--- src/shared/csm_map.svh ---
// register offsets, field positions, reset values and widths of the shutter mask block
`ifndef CSM_MAP_SVH
`define CSM_MAP_SVH
`define CSM_ADDR_W 8
`define CSM_DATA_W 32
`define CSM_OFS_CMD 8'h70
`define CSM_OFS_MASK 8'h74
`define CSM_OFS_PULSES 8'h75
`define CSM_OFS_START 8'h76
`define CSM_OFS_TOGGLE 8'h77
`define CSM_OFS_FINE 8'h78
`define CSM_OFS_STATUS 8'h79
`define CSM_POS_W 13
`define CSM_FIELD_B_LSB 13
`define CSM_FLAG_BIT 26
`define CSM_CMD_IDLE 3'h0
`define CSM_CMD_ONCE 3'h1
`define CSM_CMD_FORCE_IDLE 3'h7
`define CSM_RST_PULSES 13'h0001
`define CSM_RST_POS 13'h0000
`define CSM_RST_FINE 13'h1FFF
`define CSM_INVALID_OFFSET 13'h0001
`endif

--- src/shared/csm_pkg.sv ---
// types of the shutter mask block
package csm_pkg;
   typedef enum logic [1:0] {
      CSM_IDLE = 2'b00,
      CSM_ARMED = 2'b01,
      CSM_SKIP = 2'b10,
      CSM_MASK = 2'b11
   } csm_state_t;
   typedef logic [12:0] csm_pos_t;
endpackage

--- src/logic/csm_line_pulse.sv ---
// one pulse window inside a line, set by two pixel toggle positions
`timescale 1ns/1ps
`include "csm_map.svh"
module csm_line_pulse (
   input wire logic mclk,
   input wire logic rst,
   input wire logic enable,
   input wire csm_pkg::csm_pos_t pixel_pos,
   input wire csm_pkg::csm_pos_t pos_a,
   input wire csm_pkg::csm_pos_t pos_b,
   output logic active
);
   import csm_pkg::*;
   logic next_active;
   always_comb begin
      // window is open from the first toggle to the second
      next_active = enable && (pixel_pos >= pos_a) && (pixel_pos < pos_b);
   end
   always_ff @(posedge mclk) begin
      if (rst) begin
         active <= 1'b0;
      end else begin
         active <= next_active;
      end
   end
endmodule // csm_line_pulse

--- src/logic/csm_shutter_mask.sv ---
// substrate clear pulse generation and long exposure masking
`timescale 1ns/1ps
`include "csm_map.svh"
module csm_shutter_mask (
   input wire logic mclk,
   input wire logic rst,
   input wire logic reg_write,
   input wire logic [`CSM_ADDR_W-1:0] reg_addr,
   input wire logic [`CSM_DATA_W-1:0] reg_wdata,
   output logic [`CSM_DATA_W-1:0] reg_rdata,
   input wire logic field_sync,
   input wire logic line_start,
   input wire logic gate_line,
   input wire csm_pkg::csm_pos_t pixel_pos,
   input wire logic gate_pulse_in,
   output logic substrate_clear_pulse,
   output logic vertical_gate_transfer_pulse
);
   import csm_pkg::*;

   function automatic logic [12:0] fld(input logic [`CSM_DATA_W-1:0] d, input int lsb);
      fld = d[lsb +: 13];
   endfunction

   // programmed values
   logic [2:0] cmd, next_cmd;
   csm_pos_t exposure_field_count, next_exposure_field_count;
   csm_pos_t substrate_mask_field_count, next_substrate_mask_field_count;
   logic first_field_mask_bypass, next_first_field_mask_bypass;
   csm_pos_t substrate_pulses_per_field, next_substrate_pulses_per_field;
   logic gate_pulse_inhibit, next_gate_pulse_inhibit;
   csm_pos_t substrate_pulse_start_offset, next_substrate_pulse_start_offset;
   csm_pos_t substrate_toggle_pos_a, next_substrate_toggle_pos_a;
   csm_pos_t substrate_toggle_pos_b, next_substrate_toggle_pos_b;
   logic substrate_start_level, next_substrate_start_level;
   csm_pos_t fine_shutter_toggle_a, next_fine_shutter_toggle_a;
   csm_pos_t fine_shutter_toggle_b, next_fine_shutter_toggle_b;
   logic fine_update_at_field, next_fine_update_at_field;
   logic [`CSM_DATA_W-1:0] next_reg_rdata;
   logic cmd_write;

   // exposure sequencer
   csm_state_t state, next_state;
   logic [13:0] field_idx, next_field_idx;
   logic [13:0] mask_len;

   // line timing and working copies
   logic after_gate, next_after_gate;
   logic [12:0] lines_after, next_lines_after;
   logic [12:0] pulses_done, next_pulses_done;
   logic line_on, next_line_on;
   logic last_line, next_last_line;
   csm_pos_t act_offset, next_act_offset;
   csm_pos_t act_pulses, next_act_pulses;
   logic act_inhibit, next_act_inhibit;
   csm_pos_t act_tog_a, next_act_tog_a;
   csm_pos_t act_tog_b, next_act_tog_b;
   logic act_level, next_act_level;
   csm_pos_t act_fine_a, next_act_fine_a;
   csm_pos_t act_fine_b, next_act_fine_b;
   logic gate_mask, sub_mask;
   logic norm_active, fine_active, fine_en;
   logic next_substrate_clear_pulse, next_vertical_gate_transfer_pulse;
   logic [12:0] start_eff;

   always_comb begin
      next_cmd = cmd;
      next_exposure_field_count = exposure_field_count;
      next_substrate_mask_field_count = substrate_mask_field_count;
      next_first_field_mask_bypass = first_field_mask_bypass;
      next_substrate_pulses_per_field = substrate_pulses_per_field;
      next_gate_pulse_inhibit = gate_pulse_inhibit;
      next_substrate_pulse_start_offset = substrate_pulse_start_offset;
      next_substrate_toggle_pos_a = substrate_toggle_pos_a;
      next_substrate_toggle_pos_b = substrate_toggle_pos_b;
      next_substrate_start_level = substrate_start_level;
      next_fine_shutter_toggle_a = fine_shutter_toggle_a;
      next_fine_shutter_toggle_b = fine_shutter_toggle_b;
      next_fine_update_at_field = fine_update_at_field;
      cmd_write = 1'b0;
      if (reg_write) begin
         case (reg_addr)
            `CSM_OFS_CMD: begin
               next_cmd = reg_wdata[2:0];
               cmd_write = 1'b1;
            end
            `CSM_OFS_MASK: begin
               next_exposure_field_count = fld(reg_wdata, 0);
               next_substrate_mask_field_count = fld(reg_wdata, `CSM_FIELD_B_LSB);
               next_first_field_mask_bypass = reg_wdata[`CSM_FLAG_BIT];
            end
            `CSM_OFS_PULSES: begin
               next_substrate_pulses_per_field = fld(reg_wdata, 0);
               next_gate_pulse_inhibit = reg_wdata[`CSM_FLAG_BIT];
            end
            `CSM_OFS_START: begin
               next_substrate_pulse_start_offset = fld(reg_wdata, 0);
            end
            `CSM_OFS_TOGGLE: begin
               next_substrate_toggle_pos_a = fld(reg_wdata, 0);
               next_substrate_toggle_pos_b = fld(reg_wdata, `CSM_FIELD_B_LSB);
               next_substrate_start_level = reg_wdata[`CSM_FLAG_BIT];
            end
            `CSM_OFS_FINE: begin
               next_fine_shutter_toggle_a = fld(reg_wdata, 0);
               next_fine_shutter_toggle_b = fld(reg_wdata, `CSM_FIELD_B_LSB);
               next_fine_update_at_field = reg_wdata[`CSM_FLAG_BIT];
            end
            default: begin
            end
         endcase
      end
      case (reg_addr)
         `CSM_OFS_CMD: next_reg_rdata = {29'h0, cmd};
         `CSM_OFS_MASK: next_reg_rdata = {5'h0, first_field_mask_bypass, substrate_mask_field_count,
                                          exposure_field_count};
         `CSM_OFS_PULSES: next_reg_rdata = {5'h0, gate_pulse_inhibit, 13'h0, substrate_pulses_per_field};
         `CSM_OFS_START: next_reg_rdata = {19'h0, substrate_pulse_start_offset};
         `CSM_OFS_TOGGLE: next_reg_rdata = {5'h0, substrate_start_level, substrate_toggle_pos_b,
                                            substrate_toggle_pos_a};
         `CSM_OFS_FINE: next_reg_rdata = {5'h0, fine_update_at_field, fine_shutter_toggle_b,
                                          fine_shutter_toggle_a};
         `CSM_OFS_STATUS: next_reg_rdata = {16'h0, state, field_idx};
         default: next_reg_rdata = 32'h0000_0000;
      endcase
   end

   // only the main counter drives the masks; no secondary counter input exists
   always_comb begin
      mask_len = (exposure_field_count > substrate_mask_field_count) ? {1'b0, exposure_field_count}
                                                                       : {1'b0, substrate_mask_field_count};
      next_state = state;
      next_field_idx = field_idx;
      if (cmd_write && (next_cmd == `CSM_CMD_IDLE || next_cmd == `CSM_CMD_FORCE_IDLE)) begin
         next_state = CSM_IDLE;
      end else if (cmd_write) begin
         next_state = CSM_ARMED;
      end else if (field_sync) begin
         case (state)
            CSM_ARMED: begin
               next_field_idx = 14'h0000;
               if (first_field_mask_bypass) begin
                  next_state = CSM_SKIP;
               end else if (mask_len == 14'h0000) begin
                  next_state = CSM_IDLE;
               end else begin
                  next_state = CSM_MASK;
               end
            end
            CSM_SKIP: begin
               next_state = (mask_len == 14'h0000) ? CSM_IDLE : CSM_MASK;
            end
            CSM_MASK: begin
               next_field_idx = field_idx + 14'h0001;
               if (field_idx + 14'h0001 >= mask_len) begin
                  next_state = CSM_IDLE;
               end
            end
            default: next_state = CSM_IDLE;
         endcase
      end
   end

   // gate mask ends first when exposure_field_count is below substrate_mask_field_count, so gate pulses resume for readout
   assign gate_mask = (state == CSM_MASK) && (field_idx < {1'b0, exposure_field_count});
   assign sub_mask = (state == CSM_MASK) && (field_idx < {1'b0, substrate_mask_field_count});
   assign start_eff = (act_offset == 13'h0000) ? 13'h0001 : act_offset;
   // all-ones fine toggles switch the extra pulse off
   assign fine_en = last_line && !(act_fine_a == `CSM_RST_FINE && act_fine_b == `CSM_RST_FINE);

   always_comb begin
      next_after_gate = after_gate;
      next_lines_after = lines_after;
      next_pulses_done = pulses_done;
      next_line_on = line_on;
      next_last_line = last_line;
      next_act_offset = act_offset;
      next_act_pulses = act_pulses;
      next_act_inhibit = act_inhibit;
      next_act_tog_a = act_tog_a;
      next_act_tog_b = act_tog_b;
      next_act_level = act_level;
      next_act_fine_a = act_fine_a;
      next_act_fine_b = act_fine_b;
      if (field_sync) begin
         next_pulses_done = 13'h0000;
         next_lines_after = 13'h0000;
         next_line_on = 1'b0;
         next_last_line = 1'b0;
         if (fine_update_at_field) begin
            next_act_fine_a = fine_shutter_toggle_a;
            next_act_fine_b = fine_shutter_toggle_b;
         end
      end else if (line_start) begin
         next_after_gate = gate_line;
         next_line_on = 1'b0;
         next_last_line = 1'b0;
         if (after_gate) begin
            // working copies change here; with fine_update_at_field set the fine toggles change at field sync instead
            next_act_offset = substrate_pulse_start_offset;
            next_act_pulses = substrate_pulses_per_field;
            next_act_inhibit = gate_pulse_inhibit;
            next_act_tog_a = substrate_toggle_pos_a;
            next_act_tog_b = substrate_toggle_pos_b;
            next_act_level = substrate_start_level;
            if (!fine_update_at_field) begin
               next_act_fine_a = fine_shutter_toggle_a;
               next_act_fine_b = fine_shutter_toggle_b;
            end
            next_lines_after = 13'h0001;
         end else if (lines_after != 13'h0000 && lines_after != 13'h1FFF) begin
            next_lines_after = lines_after + 13'h0001;
         end
         // one pulse per line until the count is reached
         if (next_lines_after != 13'h0000 && next_lines_after >= ((after_gate && substrate_pulse_start_offset
             == 13'h0000) ? 13'h0001 : (after_gate ? substrate_pulse_start_offset : start_eff))
             && pulses_done < next_act_pulses) begin
            next_line_on = 1'b1;
            next_pulses_done = pulses_done + 13'h0001;
            next_last_line = (pulses_done + 13'h0001 == next_act_pulses);
         end
      end
   end

   csm_line_pulse u_norm (
      .mclk(mclk),
      .rst(rst),
      .enable(line_on),
      .pixel_pos(pixel_pos),
      .pos_a(act_tog_a),
      .pos_b(act_tog_b),
      .active(norm_active)
   );

   csm_line_pulse u_fine (
      .mclk(mclk),
      .rst(rst),
      .enable(fine_en),
      .pixel_pos(pixel_pos),
      .pos_a(act_fine_a),
      .pos_b(act_fine_b),
      .active(fine_active)
   );

   always_comb begin
      // masked substrate sits at its start level, i.e. inactive
      next_substrate_clear_pulse = sub_mask ? act_level : (act_level ^ (norm_active | fine_active));
      // inhibit hits only the gate path; substrate train keeps running
      next_vertical_gate_transfer_pulse = gate_pulse_in && !gate_mask && !act_inhibit;
   end

   always_ff @(posedge mclk) begin
      if (rst) begin
         cmd <= `CSM_CMD_IDLE;
         exposure_field_count <= `CSM_RST_POS;
         substrate_mask_field_count <= `CSM_RST_POS;
         first_field_mask_bypass <= 1'b0;
         substrate_pulses_per_field <= `CSM_RST_PULSES;
         gate_pulse_inhibit <= 1'b0;
         substrate_pulse_start_offset <= `CSM_RST_POS;
         substrate_toggle_pos_a <= `CSM_RST_POS;
         substrate_toggle_pos_b <= `CSM_RST_POS;
         substrate_start_level <= 1'b0;
         fine_shutter_toggle_a <= `CSM_RST_FINE;
         fine_shutter_toggle_b <= `CSM_RST_FINE;
         fine_update_at_field <= 1'b0;
         reg_rdata <= 32'h0000_0000;
         state <= CSM_IDLE;
         field_idx <= 14'h0000;
         after_gate <= 1'b0;
         lines_after <= 13'h0000;
         pulses_done <= 13'h0000;
         line_on <= 1'b0;
         last_line <= 1'b0;
         act_offset <= `CSM_RST_POS;
         act_pulses <= `CSM_RST_PULSES;
         act_inhibit <= 1'b0;
         act_tog_a <= `CSM_RST_POS;
         act_tog_b <= `CSM_RST_POS;
         act_level <= 1'b0;
         act_fine_a <= `CSM_RST_FINE;
         act_fine_b <= `CSM_RST_FINE;
         substrate_clear_pulse <= 1'b0;
         vertical_gate_transfer_pulse <= 1'b0;
      end else begin
         cmd <= next_cmd;
         exposure_field_count <= next_exposure_field_count;
         substrate_mask_field_count <= next_substrate_mask_field_count;
         first_field_mask_bypass <= next_first_field_mask_bypass;
         substrate_pulses_per_field <= next_substrate_pulses_per_field;
         gate_pulse_inhibit <= next_gate_pulse_inhibit;
         substrate_pulse_start_offset <= next_substrate_pulse_start_offset;
         substrate_toggle_pos_a <= next_substrate_toggle_pos_a;
         substrate_toggle_pos_b <= next_substrate_toggle_pos_b;
         substrate_start_level <= next_substrate_start_level;
         fine_shutter_toggle_a <= next_fine_shutter_toggle_a;
         fine_shutter_toggle_b <= next_fine_shutter_toggle_b;
         fine_update_at_field <= next_fine_update_at_field;
         reg_rdata <= next_reg_rdata;
         state <= next_state;
         field_idx <= next_field_idx;
         after_gate <= next_after_gate;
         lines_after <= next_lines_after;
         pulses_done <= next_pulses_done;
         line_on <= next_line_on;
         last_line <= next_last_line;
         act_offset <= next_act_offset;
         act_pulses <= next_act_pulses;
         act_inhibit <= next_act_inhibit;
         act_tog_a <= next_act_tog_a;
         act_tog_b <= next_act_tog_b;
         act_level <= next_act_level;
         act_fine_a <= next_act_fine_a;
         act_fine_b <= next_act_fine_b;
         substrate_clear_pulse <= next_substrate_clear_pulse;
         vertical_gate_transfer_pulse <= next_vertical_gate_transfer_pulse;
      end
   end
endmodule // csm_shutter_mask

--- config.mk ---
export PLATFORM = sky130hd
export DESIGN_NAME = csm_shutter_mask
export DESIGN_NICKNAME = d
export VERILOG_FILES = /design/src/shared/csm_pkg.sv /design/src/logic/csm_line_pulse.sv /design/src/logic/csm_shutter_mask.sv
export VERILOG_INCLUDE_DIRS = /design/src /design/src/shared
export SDC_FILE = /design/constraint.sdc
export NUM_CORES = 1
export LEC_CHECK = 0
export BUFFER_PORTS_ARGS = -buffer_cell sky130_fd_sc_hd__buf_2
export CAP_MARGIN = 5
export CORE_UTILIZATION = 48
export CTS_CLUSTER_SIZE = 8
export DETAILED_ROUTE_END_ITERATION = 7
export PLACE_DENSITY = 0.66
export SLEW_MARGIN = 20
export SYNTH_ARGS = -nofsm -noshare
export SYNTH_HDL_FRONTEND = slang
export SYNTH_HIERARCHICAL = 1
export SYNTH_SLANG_ARGS = --single-unit
--- constraint.sdc ---
create_clock -name mclk -period 4.4 [get_ports mclk]
set_clock_uncertainty 0.15 [all_clocks]
set_input_delay 0.44 -clock mclk [delete_from_list [all_inputs] [get_ports mclk]]
set_output_delay 0.44 -clock mclk [all_outputs]
set_load 0.03 [all_outputs]
; Word-level counts from Yosys, hierarchy flattened
; Cells that the tools add are included.
[totals]
out_inout_bits = 34
word_cells = 151
in_bits = 60
regBits = 272
[classes]
addsub = 3
n_mux = 36
bitwise_logic = 5
n_eq_ne = 19
magnitude_cmp = 10
n_reduce_logical = 44
[ops]
columns = cell, count
row1 = 13-bit 2-to-1 mux, 21
row2 = 27-bit case mux with 7 select lines, 1
row3 = "8-bit by 7-bit == test with 1-bit output, second input constant", 7
row4 = 13-bit >= comparator, 3
row5 = 13-bit < comparator, 3
row6 = 14-bit by 13-bit < comparator with 1-bit output, 2
row7 = 14-bit case mux with 2 select lines, 1
row8 = "13-bit by 1-bit adder with 13-bit output, second input constant", 2
row9 = "13-bit == test, second input constant", 2
row10 = 13-bit zero test, 2
row11 = 13-bit nonzero test, 2
row12 = 2-bit AND reduction, 9
row13 = 1-bit logical AND, 15
row14 = "14-bit by 1-bit adder with 14-bit output, second input constant", 1
row15 = 14-bit by 13-bit >= comparator with 1-bit output, 1
row16 = 14-bit zero test, 1
row17 = 13-bit == test, 1
row18 = 13-bit > comparator, 1
row19 = "13-bit != test, second input constant", 1
row20 = 4-bit AND reduction, 2
row21 = 2-bit nonzero test, 4
row22 = 1-bit 2-to-1 mux, 7
row23 = 2-bit 2-to-1 mux, 3
row24 = 3-bit 2-to-1 mux, 2
row25 = 16 further kinds, 23

; Depth between registers and ports, before layout
[logic_depth]
word_depth = 10
ltp_mapped = 19

; By module
; Netlist, hierarchy kept.
[modules_own_cells]
columns = module, cells_each, n_inst, area_per_inst_um2, seq_area_each_um2
row1 = csm_shutter_mask, 1618, 1, 13341.5, 5305.1
row2 = csm_line_pulse, 90, 2, 640.6, 20.0

; Worst setup path after synthesis
; No wires, ideal clock.
[synth_path]
path_kind = reg2reg
start = register after_gate
end = register pulses_done[11]
stages_incl_launch_ff = 15
required_ns = 4.174
setup_time_ns = 0.076
n_path_buf = 5
arrival_time_ns = 3.796
period_less_slack_ns = 4.021
path_slack_ns = 0.379
path_cell_list = dfxtp_1 -> buf_2 -> buf_1 -> buf_1 -> clkbuf_1 -> mux2i_1 -> ha_1 -> and4_1 -> a2111oi_0 -> a31oi_1 -> o31a_1 -> nand2_1 -> clkbuf_1 -> nor3_1 -> o22ai_1
[synth_between]
elab_chain_len = 7
[synth_rtl]
columns = element, line
row1 = from (decl), csm_shutter_mask.sv:48  ; logic after_gate, next_after_gate;
row2 = from (signal assigned), csm_shutter_mask.sv:302  ; after_gate <= next_after_gate;
row3 = 13-bit 2-to-1 mux, csm_shutter_mask.sv:198  ; if (after_gate) begin
row4 = 13-bit 2-to-1 mux, csm_shutter_mask.sv:194  ; end else if (line_start) begin
row5 = 13-bit 2-to-1 mux, csm_shutter_mask.sv:185  ; if (field_sync) begin
row6 = 13-bit >= comparator / 13-bit nonzero test (equally long branches), csm_shutter_mask.sv:215  ; if (next_lines_after != 13'h0000 && next_lines_after >= ((after_gate && substrate_pulse_start_offset
row7 = 1-bit logical AND, csm_shutter_mask.sv:215
row8 = 1-bit logical AND *, csm_shutter_mask.sv:217  ; && pulses_done < next_act_pulses) begin
row9 = 2-bit AND reduction (no source line) *, --
row10 = to (signal assigned), csm_shutter_mask.sv:304  ; pulses_done <= next_pulses_done;
row11 = to (decl), csm_shutter_mask.sv:50  ; logic [12:0] pulses_done, next_pulses_done;
; Every way passes the cells marked *; elsewhere a longest branch is shown, timed or not. The select of a mux whose other input is x is not followed.
; A chain may end at the register's enable or synchronous reset.

; Worst setup path in the final report
[layout_path]
start = register lines_after[1]
end = register pulses_done[12]
[layout_between]
elab_chain_len = 10
[layout_rtl]
columns = element, line
row1 = from (decl), csm_shutter_mask.sv:49  ; logic [12:0] lines_after, next_lines_after;
row2 = from (signal assigned), csm_shutter_mask.sv:303  ; lines_after <= next_lines_after;
row3 = "parallel branches: the longest is 2 deep, another holds 13-bit by 1-bit adder with 13-bit output", --
row4 = 13-bit 2-to-1 mux *, csm_shutter_mask.sv:211  ; end else if (lines_after != 13'h0000 && lines_after != 13'h1FFF) begin
row5 = 13-bit 2-to-1 mux *, csm_shutter_mask.sv:198
row6 = 13-bit 2-to-1 mux *, csm_shutter_mask.sv:194
row7 = 13-bit 2-to-1 mux *, csm_shutter_mask.sv:185
row8 = 13-bit >= comparator / 13-bit nonzero test (equally long branches), csm_shutter_mask.sv:215
row9 = 1-bit logical AND *, csm_shutter_mask.sv:215
row10 = 1-bit logical AND *, csm_shutter_mask.sv:217
row11 = 2-bit AND reduction (no source line) *, --
; Mark *: on every way between the ends. The select of a mux whose other input is x is not followed.

==> flow_summary.toml <==
[run_status]
status = "finished clean"

[final_layout]
final_cell_mix = "nand2_1 (385), dfxtp_1 (266), a21oi_1 (194)"
stdcell_area_um2 = 16600
post-route-util_pct = 55.7
fin_cells = 2268
final_common_cell = "nand2_1"
area_growth_pct = 13.5
n_antenna_cell = 0
fin_nets = 2067
drive_gt1_share_pct = 11.3

[clocking]
path_clk_slew_ps = 50
hold_buffers = 0
numClockSinks = 267
clk_latency_ps = 520
cts-root-buf = "clkbuf_16"
numCtsBuffers = 39
cts.path.max_buffers = 3
cts_tree = "built"
htree_levels = 2

[detailed_routing]
num_vias = 13500
wl_per_cell_um = 20.1
drt_drc_violations_left = 0
first_pass_iters = 7
first_iter_violations = 1026
viasPerCell = 5.94
wirelength_um = 45600
ant_nets = 0

[setup_path]
criticalPathCategory = "flip-flop to flip-flop"
critical_path.endpoint_type = "flip-flop"
worstPathMaxFanout = 12
critPathMaxStageDelay_ps = 590
arrival_ps = 4400
cp_top_family = "simple AND/OR/NAND/NOR gates"
path_buf_inv = 2
required_ps = 4650
crit_path_cell_trace = "inv_1 > ha_1 > nor4b_1 > and3_1 > or4_1 > a21oi_2 > ha_1 > and4_1 > a2111oi_0 > a31oi_1 > o31a_1 > and3_1 > nand2_1 > buf_4 > o32ai_1"
cp.depth = 15
cp-start-kind = "flip-flop"
critPathSlowestCell = "or4_1"
reg2regPathDepth = 15

[global_route]
grt_pass1_wl_um = 71400
grt_pass1_vias = 12900
grt_overflow = 0
grt_max_degree = 89
grtUsageTotal_pct = 29.4
antenna_found_initial = 1

[sta]
setup_tns_ps = 0
slew_headroom_pct = 26.7
tightestPinTransition_ps = 1100
fmax_mhz = 241
fin_crit_sh_pct = 94.4
finalSetupViolations = 0
rsz0062_at_grt = "no"
finalCriticalPeriod_ps = 4150
hold_viol = 0
maxSlewViolCount = 0

[power]
ir_worst_vdd_uv = 246
power.density_nw_per_um2 = 328
p_leak_nw = 6.81
p_total_mw = 5.43

[place]
dp.cells = 2223
routabilityCongestion = 0.941
dpl.hpwl_um = 33100
place_area_um2 = 15500
numPortBuffers = 83

[synth]
postSynthAreaPerCell_um2 = 8.13
ys_ff_latch = 267
ys_seq_area_share_pct = 36.6
synthCells = 1798
synth_edf_count = 0
synth_top_flop_cell = "dfxtp_1"
yosys_warnings = 6
synth-async-reset-ratio_pct = 0
ys_types = 69
syn_area_um2 = 14600

[floorplanning]
die-area_um2 = 31200
die_width_um = 177
start_util_pct = 49.1
io_pins = 94
coreArea_um2 = 29800
rows = 63
die_h_um = 177

[flow_run]
maxCapViolations = 0

[min_path]
hp-class = "input pin to flip-flop"
holdPathStages = 3
==> routing by layer <==
layer,global-route usage [%],part of all wire [%],up-vias,wire length (um)
met1,36.3,42,6377,19000
met2,48.9,46,510,21200
met3,5.56,7.2,115,3270
met4,14.3,4.8,2,2170
met5,0,0.028,-,13
li1,-,-,6470,-
==> stage by stage <==
stage          hold WS, ps  worst slack (ps)
4_1_cts               10.6               175
3_5_place_dp           296               208
6_report              20.9               248
2_1_floorplan          286               379
5_1_grt               16.1              10.6
3_3_place_gp           291               247
==> what timing repair did <==
action                                  CTS  global route
resized for setup                         0             2
endpoints found under the setup margin    0             9
setup buffers                             0             0
==> cells in the mapped netlist, types with 3 or more instances <==
library cell  count  area [um2]
inv_1            87         327
nand3b_1         10        75.1
dfxtp_1         267        5350
a211oi_1         19         143
and3_1           20         125
nand2_1         385        1450
nand4b_1          4        35.0
a31oi_1          14        87.6
and4_1            8        70.1
mux4_2           10         225
nand2b_1          9        56.3
a222oi_1         26         260
buf_6             3        33.8
nor4_1           25         156
nor2b_1          14        87.6
mux2_2            3        33.8
mux2i_1          68         681
a21o_1           23         173
nor3_1           13        65.1
a22oi_1          10        75.1
a21oi_1         197         986
nand3_1          60         300
o21ai_0          30         150
o31ai_1          19         143
xnor2_1          20         175
clkbuf_1         77         289
nor2_1          106         398
and2_1           11        68.8
buf_1             9        33.8
nand4_1          24         150
ha_1            133        1660
or4_1             7        52.6
xor2_1           13         114
o211ai_1          7        52.6
buf_2             8        40.0
buf_4             6        45.0
o21a_1            7        52.6
==> report_power, final <==
group / switching (mW) / total, mW / leakage (nW) / internal (mW)
Sequential: 0.0127 / 2.45 / 2.16 / 2.43
Clock: 1.04 / 2.68 / 0.520 / 1.63
Combinational: 0.206 / 0.311 / 4.13 / 0.105
==> state kept, by name, indices dropped and copies added (netlist names), 3 cells and up <==
| name | count |
|---|---|
| act_fine_b | 13 |
| act_tog_b | 13 |
| field_idx | 14 |
| substrate_mask_field_count | 13 |
| fine_shutter_toggle_b | 13 |
| substrate_pulses_per_field | 13 |
| act_offset | 13 |
| substrate_toggle_pos_b | 13 |
| reg_rdata | 27 |
| substrate_toggle_pos_a | 13 |
| act_fine_a | 13 |
| cmd | 3 |
| fine_shutter_toggle_a | 13 |
| act_tog_a | 13 |
| lines_after | 13 |
| act_pulses | 13 |
| pulses_done | 13 |
| exposure_field_count | 13 |
| substrate_pulse_start_offset | 13 |
==> logic make-up (layout without fill, tap and decap cells) <==
logic type               Yosys count  after routing  share of synthesized area, %
flip-flops                       267            267                          36.6
XOR/XNOR                          33             33                          1.98
AND/OR/NAND/NOR                  710            710                          22.0
AO/OA/AOI/OAI                    383            383                          16.4
multiplexers                      81             81                          6.43
adder cells (fa/ha/maj)          133            133                          11.4
other                              1              5                        0.0256
buffers and inverters            190            266                          5.25
==> worst reg2reg max path: cells and delay by family (launching register included) <==
family,cells,cell delay (ps)
adder cells (fa/ha/maj),2,440
buffers and inverters,2,240
AO/OA/AOI/OAI,5,1160
flip-flops,1,430
AND/OR/NAND/NOR,6,1590
==> layout make-up <==
type,instances,area (um2)
sequential,267,5350
timing repair buffer,134,801
inverter,87,327
multi-input combinational,1345,8570
fill,2790,13200
clock inverter,2,25.0
tap,390,488
clock buffer,43,1030
==> worst paths after layout <==
kind / from / end / slack [ps]
max reg2reg: lines_after[1] / pulses_done[12] / 250
min reg2reg: cmd[2] / cmd[2] / 300
max: lines_after[1] / pulses_done[12] / 250
min: reg_wdata[19] / fine_shutter_toggle_b[6] / 20
Power figures use the tool's default switching activity.
